`src/core/sccb_pkg.sv`:
```
// constants and types for the slot capability configuration bits
// assumes a 12-bit apb config-space address and a 10 mhz clock
`default_nettype none

package sccb_pkg;

   // register map
   localparam logic [11:0] GEN_CTL_ADDR     = 12'h0d4;
   localparam logic [31:0] GEN_CTL_RESET    = 32'h0000_0000;

   // field positions in the general control word
   localparam int          CFG_LSB          = 5;
   localparam int          CFG_MSB          = 12;
   localparam int          GATE_BIT         = 15;
   localparam int          PIP_BIT          = 12;
   localparam int          AIP_BIT          = 11;
   localparam int          LSP_BIT          = 10;
   localparam int          PCP_BIT          = 9;
   localparam int          ABP_BIT          = 8;
   localparam int          SLOT_BIT         = 7;
   localparam int          PFIP_BIT         = 6;
   localparam int          EMIL_BIT         = 5;

   // strap settling: two synchroniser stages plus one
   localparam logic [1:0]  STRAP_SETTLE     = 2'h3;

   // synchroniser width: strap and power fault
   localparam int          SYNC_W           = 2;
   localparam int          SYNC_STRAP       = 0;
   localparam int          SYNC_FAULT       = 1;

   // slot hardware description, ordered as bits 12 down to 5
   typedef struct packed {
      logic power_indicator_present_cfg;
      logic attention_indicator_present_cfg;
      logic latch_sensor_present_cfg;
      logic power_controller_present_cfg;
      logic attention_button_present_cfg;
      logic slot_implemented_cfg;
      logic power_fault_input_present_cfg;
      logic interlock_present_cfg;
   } sccb_cfg_t;

   localparam sccb_cfg_t   CFG_RESET        = 8'h00;

endpackage : sccb_pkg

`default_nettype wire

```
`src/core/sccb_sync2.sv`:
```
// two-flop synchroniser for pin inputs
// assumes inputs are slow static or quasi-static levels
`timescale 1ns/1ps
`default_nettype none

module sccb_sync2 #(
   parameter int WIDTH = 1
) (
   input  wire logic             clk_i,
   input  wire logic             rst_i,
   input  wire logic [WIDTH-1:0] async_i,
   output var  logic [WIDTH-1:0] sync_o
);

   logic [WIDTH-1:0] meta;

   // meta is read only by the second stage
   always_ff @(posedge clk_i or posedge rst_i) begin
      if (rst_i) begin
         meta <= '0;
      end else begin
         meta <= async_i;
      end
   end

   always_ff @(posedge clk_i or posedge rst_i) begin
      if (rst_i) begin
         sync_o <= '0;
      end else begin
         sync_o <= meta;
      end
   end

endmodule : sccb_sync2

`default_nettype wire

```
`src/core/sccb_top.sv`:
```
// slot capability configuration bits of the downstream general control word
// assumes an apb4 master, an external serial-memory loader on the same clock
// and RST_I being the fundamental link reset
`timescale 1ns/1ps
`default_nettype none

module sccb_top (
   input  wire logic              CLK_I,
   input  wire logic              RST_I,
   input  wire logic              PSEL_I,
   input  wire logic              PENABLE_I,
   input  wire logic              PWRITE_I,
   input  wire logic [11:0]       PADDR_I,
   input  wire logic [31:0]       PWDATA_I,
   input  wire logic [3:0]        PSTRB_I,
   output var  logic [31:0]       PRDATA_O,
   output var  logic              PREADY_O,
   output var  logic              PSLVERR_O,
   input  wire logic              PORT_STRAP_INPUT_I,
   input  wire logic              POWER_FAULT_INPUT_I,
   input  wire logic              EE_LOAD_VALID_I,
   input  wire logic [31:0]       EE_LOAD_DATA_I,
   output var  sccb_pkg::sccb_cfg_t SLOT_CFG_O,
   output var  logic              CLOCK_FAULT_GATE_CTL_O,
   output var  logic              REF_CLOCK_OUTPUT_EN_O
);

   logic [sccb_pkg::SYNC_W-1:0] pin_sync;
   logic                        strap_sync;
   logic                        fault_sync;
   logic                        addr_hit;
   logic                        setup_ph;
   logic                        wr_commit;
   logic [31:0]                 next_word;
   logic [31:0]                 cur_word;
   logic [1:0]                  settle_cnt;
   logic                        strap_pending;
   logic                        overridden;
   logic                        strap_take;

   // merge write data into a word, one byte lane per strobe bit
   function automatic logic [31:0] merge_lanes(input logic [31:0] old_w,
                                               input logic [31:0] new_w,
                                               input logic [3:0]  strb);
      logic [31:0] res;
      res = old_w;
      for (int i = 0; i < 4; i++) begin
         if (strb[i]) begin
            res[i*8 +: 8] = new_w[i*8 +: 8];
         end
      end
      return res;
   endfunction : merge_lanes

   // place the implemented bits in a register image, all else zero
   function automatic logic [31:0] pack_word(input sccb_pkg::sccb_cfg_t cfg,
                                             input logic                gate);
      logic [31:0] res;
      res = sccb_pkg::GEN_CTL_RESET;
      res[sccb_pkg::CFG_MSB:sccb_pkg::CFG_LSB] = cfg;
      res[sccb_pkg::GATE_BIT] = gate;
      return res;
   endfunction : pack_word

   sccb_sync2 #(
      .WIDTH (sccb_pkg::SYNC_W)
   ) u_sync (
      .clk_i   (CLK_I),
      .rst_i   (RST_I),
      .async_i ({POWER_FAULT_INPUT_I, PORT_STRAP_INPUT_I}),
      .sync_o  (pin_sync)
   );

   assign strap_sync = pin_sync[sccb_pkg::SYNC_STRAP];
   assign fault_sync = pin_sync[sccb_pkg::SYNC_FAULT];

   // apb decode; low address bits ignored, word aligned
   assign addr_hit  = (PADDR_I[11:2] == sccb_pkg::GEN_CTL_ADDR[11:2]);
   assign setup_ph  = PSEL_I & ~PENABLE_I;
   assign wr_commit = PSEL_I & PENABLE_I & PREADY_O & PWRITE_I & addr_hit & ~PSLVERR_O;
   assign cur_word  = pack_word(SLOT_CFG_O, CLOCK_FAULT_GATE_CTL_O);
   assign next_word = merge_lanes(cur_word, PWDATA_I, PSTRB_I);

   // zero wait state: ready rises in the access phase only
   always_ff @(posedge CLK_I or posedge RST_I) begin
      if (RST_I) begin
         PREADY_O <= 1'b0;
      end else begin
         PREADY_O <= setup_ph;
      end
   end

   // read image latched at setup, live value at that moment
   always_ff @(posedge CLK_I or posedge RST_I) begin
      if (RST_I) begin
         PRDATA_O <= 32'h0000_0000;
      end else if (setup_ph && !PWRITE_I && addr_hit) begin
         PRDATA_O <= cur_word;
      end else begin
         PRDATA_O <= 32'h0000_0000;
      end
   end

   always_ff @(posedge CLK_I or posedge RST_I) begin
      if (RST_I) begin
         PSLVERR_O <= 1'b0;
      end else begin
         PSLVERR_O <= setup_ph & ~addr_hit;
      end
   end

   // strap settles through the synchroniser before it is taken
   always_ff @(posedge CLK_I or posedge RST_I) begin
      if (RST_I) begin
         settle_cnt    <= 2'h0;
         strap_pending <= 1'b1;
      end else if (strap_pending) begin
         if (settle_cnt == sccb_pkg::STRAP_SETTLE) begin
            strap_pending <= 1'b0;
         end else begin
            settle_cnt <= settle_cnt + 2'h1;
         end
      end
   end

   assign strap_take = strap_pending & (settle_cnt == sccb_pkg::STRAP_SETTLE);

   // once memory or software has set the word, the strap no longer applies
   always_ff @(posedge CLK_I or posedge RST_I) begin
      if (RST_I) begin
         overridden <= 1'b0;
      end else if (EE_LOAD_VALID_I || wr_commit) begin
         overridden <= 1'b1;
      end
   end

   // memory load wins over a same-cycle software write
   always_ff @(posedge CLK_I or posedge RST_I) begin
      if (RST_I) begin
         SLOT_CFG_O <= sccb_pkg::CFG_RESET;
      end else if (EE_LOAD_VALID_I) begin
         SLOT_CFG_O <= EE_LOAD_DATA_I[sccb_pkg::CFG_MSB:sccb_pkg::CFG_LSB];
      end else if (wr_commit) begin
         SLOT_CFG_O <= next_word[sccb_pkg::CFG_MSB:sccb_pkg::CFG_LSB];
      end else if (strap_take && !overridden) begin
         SLOT_CFG_O.slot_implemented_cfg <= strap_sync;
      end
   end

   always_ff @(posedge CLK_I or posedge RST_I) begin
      if (RST_I) begin
         CLOCK_FAULT_GATE_CTL_O <= 1'b0;
      end else if (EE_LOAD_VALID_I) begin
         CLOCK_FAULT_GATE_CTL_O <= EE_LOAD_DATA_I[sccb_pkg::GATE_BIT];
      end else if (wr_commit) begin
         CLOCK_FAULT_GATE_CTL_O <= next_word[sccb_pkg::GATE_BIT];
      end
   end

   // fault gates the clock only when both the pin and the gating are enabled
   always_ff @(posedge CLK_I or posedge RST_I) begin
      if (RST_I) begin
         REF_CLOCK_OUTPUT_EN_O <= 1'b1;
      end else begin
         REF_CLOCK_OUTPUT_EN_O <= ~(CLOCK_FAULT_GATE_CTL_O
                                    & SLOT_CFG_O.power_fault_input_present_cfg
                                    & fault_sync);
      end
   end

   // checks
   logic wr_hi;
   logic wr_lo;
   assign wr_hi = wr_commit & PSTRB_I[1] & ~EE_LOAD_VALID_I;
   assign wr_lo = wr_commit & PSTRB_I[0] & ~EE_LOAD_VALID_I;
endmodule : sccb_top

`default_nettype wire

```
`config.mk`:
```
export PLATFORM = sky130hd
export DESIGN_NAME = sccb_top
export DESIGN_NICKNAME = d
export VERILOG_FILES = /design/src/core/sccb_pkg.sv /design/src/core/sccb_sync2.sv /design/src/core/sccb_top.sv
export SDC_FILE = /design/constraint.sdc
export NUM_CORES = 1
export LEC_CHECK = 0
export BUFFER_PORTS_ARGS = -buffer_cell sky130_fd_sc_hd__buf_4
export CORE_MARGIN = 1.5
export CORE_UTILIZATION = 25
export CTS_BUF_LIST = sky130_fd_sc_hd__clkbuf_8
export CTS_CLUSTER_SIZE = 14
export DETAILED_ROUTE_END_ITERATION = 8
export GPL_TIMING_DRIVEN = 0
export HOLD_SLACK_MARGIN = 0.12
export MAX_ROUTING_LAYER = met4
export PLACE_DENSITY_LB_ADDON = 0.3
export SLEW_MARGIN = 30
export SYNTH_ARGS = -nofsm -noshare
export SYNTH_HDL_FRONTEND = slang
export SYNTH_HIERARCHICAL = 1
export SYNTH_SLANG_ARGS = --single-unit
```
`constraint.sdc`:
```
create_clock -name CLK_I -period 2.55 [get_ports CLK_I]
set_clock_uncertainty 0.1 [all_clocks]
set_input_delay 0.3825 -clock CLK_I [delete_from_list [all_inputs] [get_ports CLK_I]]
set_output_delay 0.3825 -clock CLK_I [all_outputs]
set_load 0.01 [all_outputs]
```
==> impl_metrics.py <==
metrics = {
    "synthesis": {
        "synth-simple-area-share_pct": 21.82,
        "avgSynthCellArea_um2": 11.80,
        "synthAdderAreaFrac_pct": 0.8764,
        "muxShareOfSynthArea_pct": 7.800,
        "synth_top_family_by_area": "simple AND/OR/NAND/NOR gates",
        "yosysWarnings": 6,
        "synth_xor_area_share_pct": 0.6135,
        "ys_types": 30,
        "syn_inst": 121,
        "synth-compound-area-share_pct": 4.207,
        "ys_ff_latch": 29,
        "synth_area_um2": 1428,
        "ys_seq_area_share_pct": 51.01,
    },
    "clocking": {
        "numCtsBuffers": 5,
        "clock-root-buffer": "clkbuf_8",
        "clk_pin_slew_ns": 0.06,
        "cts_tree": "done",
        "clock_latency_ns": 0.28,
        "htree_levels": 2,
        "clock-sinks": 29,
        "cts_max_path_buffers": 2,
        "post_cts_resized": 0,
    },
    "detailed_routing": {
        "drt_iter0_markers": 51,
        "drt_pre_antenna_iters": 4,
        "wl_per_cell_um": 11.22,
        "post-route-drc-count": 0,
        "vias": 1104,
        "ant_nets": 0,
        "drt-total-wl_mm": 3.175,
        "via_per_inst": 3.901,
    },
    "critical_path": {
        "r2r_end": "SLOT_CFG_O[4]",
        "endpoint_kind": "flip-flop",
        "cpMaxStageDelayCell": "nor4_4",
        "regToRegSetupSlack_ns": 0.74,
        "cp_top_family": "simple AND/OR/NAND/NOR gates",
        "crit_chain": "nand4b_1, nor4_4, mux2i_1, o21ai_1",
        "cp.arrival_ns": 1.86,
        "r2r_start": "PSLVERR_O",
        "worst_path_largest_cell_delay_ns": 0.58,
        "crit_path_max_fanout": 6,
        "start_kind": "flip-flop",
        "ff2ff_path_depth": 4,
        "cp.required_ns": 2.60,
        "critPathKind": "flip-flop to flip-flop",
        "crit_buf_inv": 0,
    },
    "status": {
        "status": "finished clean",
    },
    "die": {
        "ios": 132,
        "die-area_um2": 6172,
        "coreArea_um2": 5507,
        "die_y_um": 78.57,
        "initial_core_util_pct": 25.93,
        "die_w_um": 78.57,
        "fp-row-count": 27,
    },
    "layout": {
        "layout.nets": 299,
        "area_growth_pct": 50.22,
        "drive_above_1_share_pct": 46.92,
        "finalNonFillerCells": 283,
        "num_antenna_cells": 0,
        "final_area_um2": 2145,
    },
    "global_routing": {
        "grt_usage_pct": 10.79,
        "grt_max_degree": 26,
        "antenna_found_initial": 0,
        "grt_pass1_vias": 1033,
        "grt_overflow": 0,
        "grt_pass1_wl_mm": 4.781,
    },
    "pwr": {
        "p_leak_nw": 1.110,
        "irDropWorstVdd_mv": 0.1733,
        "power.total_mw": 1.032,
        "power_density_nw_per_um2": 481.2,
    },
    "flow_run": {
        "cap_violations": 0,
    },
    "sta": {
        "worst_pin_slew_ns": 0.7884,
        "fin_hold_ws_ns": 0.1875,
        "fin_tns_setup_ns": 0,
        "hold_violations": 0,
        "fmax_mhz": 552.5,
        "fin_crit_sh_pct": 70.97,
        "finalSetupViolations": 0,
        "relSlewSlack_pct": 47.00,
        "finalMaxSlewViolations": 0,
        "rsz0062_at_grt": "no",
        "fin_crit_ns": 1.810,
    },
    "hold_path": {
        "min_to": "PREADY_O",
        "hp-start": "PENABLE_I",
        "min_path_type": "input pin to flip-flop",
        "min_path_cells": 2,
    },
    "placement": {
        "dp_hpwl_mm": 2.495,
        "place_congestion": 0.7149,
        "port_buffers": 57,
        "place_area_um2": 2028,
        "place_inst": 272,
    },
}
-- per-layer routing --
metal | GRT usage (%) | vias up | wire, um
met1 | 11.74 | 491 | 1228
met4 | 7.500 | 0 | 89
li1 | - | 545 | -
met5 | - | - | 0
met3 | 4.535 | 8 | 427
met2 | 15.86 | 60 | 1430
-- registers in the layout, indices dropped and copies added, names as in the netlist --
name / count
overridden: 1
u_sync/meta: 2
REF_CLOCK_OUTPUT_EN_O: 1
u_sync/sync_o: 2
strap_pending: 1
CLOCK_FAULT_GATE_CTL_O: 1
settle_cnt: 2
PRDATA_O: 9
SLOT_CFG_O: 8
PSLVERR_O: 1
PREADY_O: 1
-- final cells by class --
class | count | area [um2]
Tap cell | 72 | 90.09
Multi-Input combinational cell | 86 | 590.6
Inverter | 3 | 11.26
Sequential cell | 29 | 728.2
Clock inverter | 3 | 17.52
Buffer | 25 | 180.2
Clock buffer | 5 | 68.82
Timing Repair Buffer | 60 | 457.9
Fill cell | 573 | 3362
-- layout by cell type, fill, tap and decap left out --
| cell | synthesis | layout |
|---|---|---|
| nand4bb_1 | 2 | 2 |
| ha_1 | 1 | 1 |
| o21ai_1 | 8 | 8 |
| dlygate4sd3_1 | 0 | 3 |
| nand3_1 | 2 | 2 |
| o31a_1 | 1 | 1 |
| dfrtp_1 | 27 | 27 |
| o221a_2 | 1 | 1 |
| nand3b_1 | 1 | 1 |
| clkbuf_8 | 0 | 5 |
| nand4b_1 | 1 | 1 |
| nand4_1 | 1 | 1 |
| or4_1 | 1 | 1 |
| nand4bb_4 | 2 | 2 |
| nor4_2 | 1 | 1 |
| inv_1 | 3 | 2 |
| clkinv_2 | 0 | 2 |
| and3_1 | 1 | 1 |
| buf_4 | 23 | 80 |
| nand2b_1 | 1 | 1 |
| and4bb_2 | 2 | 2 |
| nor2_1 | 1 | 1 |
| and2_1 | 9 | 9 |
| mux2i_1 | 10 | 10 |
| nor2b_1 | 2 | 2 |
| conb_1 | 1 | 23 |
| nor4_4 | 1 | 1 |
| dfstp_2 | 2 | 2 |
| clkbuf_1 | 2 | 2 |
| inv_2 | 0 | 1 |
| nor4b_1 | 1 | 1 |
| xor2_1 | 1 | 1 |
| clkinvlp_4 | 0 | 1 |
| mux2_2 | 1 | 1 |
| nand2_1 | 11 | 11 |
-- worst max-delay path by stage --
stage | start | to | depth (start not counted)
finish | PSLVERR_O | SLOT_CFG_O[4] | 4
global route | PSLVERR_O | SLOT_CFG_O[6] | 4
CTS | PSLVERR_O | SLOT_CFG_O[4] | 4
detailed placement | PADDR_I[5] | PRDATA_O[10] | 5
global placement | PADDR_I[5] | PRDATA_O[5] | 5
floorplan | PADDR_I[8] | SLOT_CFG_O[0] | 4
-- cell usage after synthesis --
library cell   n  area share (%)
dfrtp_1       27              47
buf_4         23              12
nand2_1       11             2.9
mux2i_1       10             7.0
and2_1         9             3.9
o21ai_1        8             2.8
inv_1          3            0.79
and4bb_2       2             1.8
clkbuf_1       2            0.53
dfstp_2        2             3.7
nand3_1        2            0.70
nand4bb_1      2             1.6
nand4bb_4      2             3.9
nor2b_1        2            0.88
and3_1         1            0.44
conb_1         1            0.26
ha_1           1            0.88
mux2_2         1            0.79
nand2b_1       1            0.44
nand3b_1       1            0.53
nand4_1        1            0.44
nand4b_1       1            0.61
nor2_1         1            0.26
nor4_2         1            0.88
nor4_4         1             1.5
nor4b_1        1            0.61
o221a_2        1            0.79
o31a_1         1            0.61
or4_1          1            0.53
xor2_1         1            0.61
-- stage by stage --
stage / setup slack, ns / util (%)
final: 0.7402 / 38.95
after global routing: 0.6007 / 38.95
after CTS: 0.6992 / 38.95
after detailed placement: 0.5480 / 36.83
after global placement: 0.5682 / 36.83
after floorplan: 0.9110 / -
-- report_power, final --
group | leakage, nW | internal (mW) | switching [mW]
combinational | 0.702 | 0.100 | 0.0757
sequential | 0.364 | 0.479 | 0.0120
clock | 0.0439 | 0.188 | 0.177
total | 1.11 | 0.767 | 0.265
-- repair_timing --
item	in CTS	in global routing
setup buffers	0	0
hold buffers	3	0
hold endpoints to repair	29	0
-- logic make-up (layout without fill, tap and decap cells) --
| group | count (synthesis) | count (layout) |
|---|---|---|
| compound gates | 10 | 10 |
| xor+xnor | 1 | 1 |
| fa+ha+maj | 1 | 1 |
| buf+inv | 28 | 96 |
| flops | 29 | 29 |
| mux | 11 | 11 |
| other cells | 1 | 23 |
| simple gates | 40 | 40 |
No activity file was read; power rests on OpenSTA's default activity.
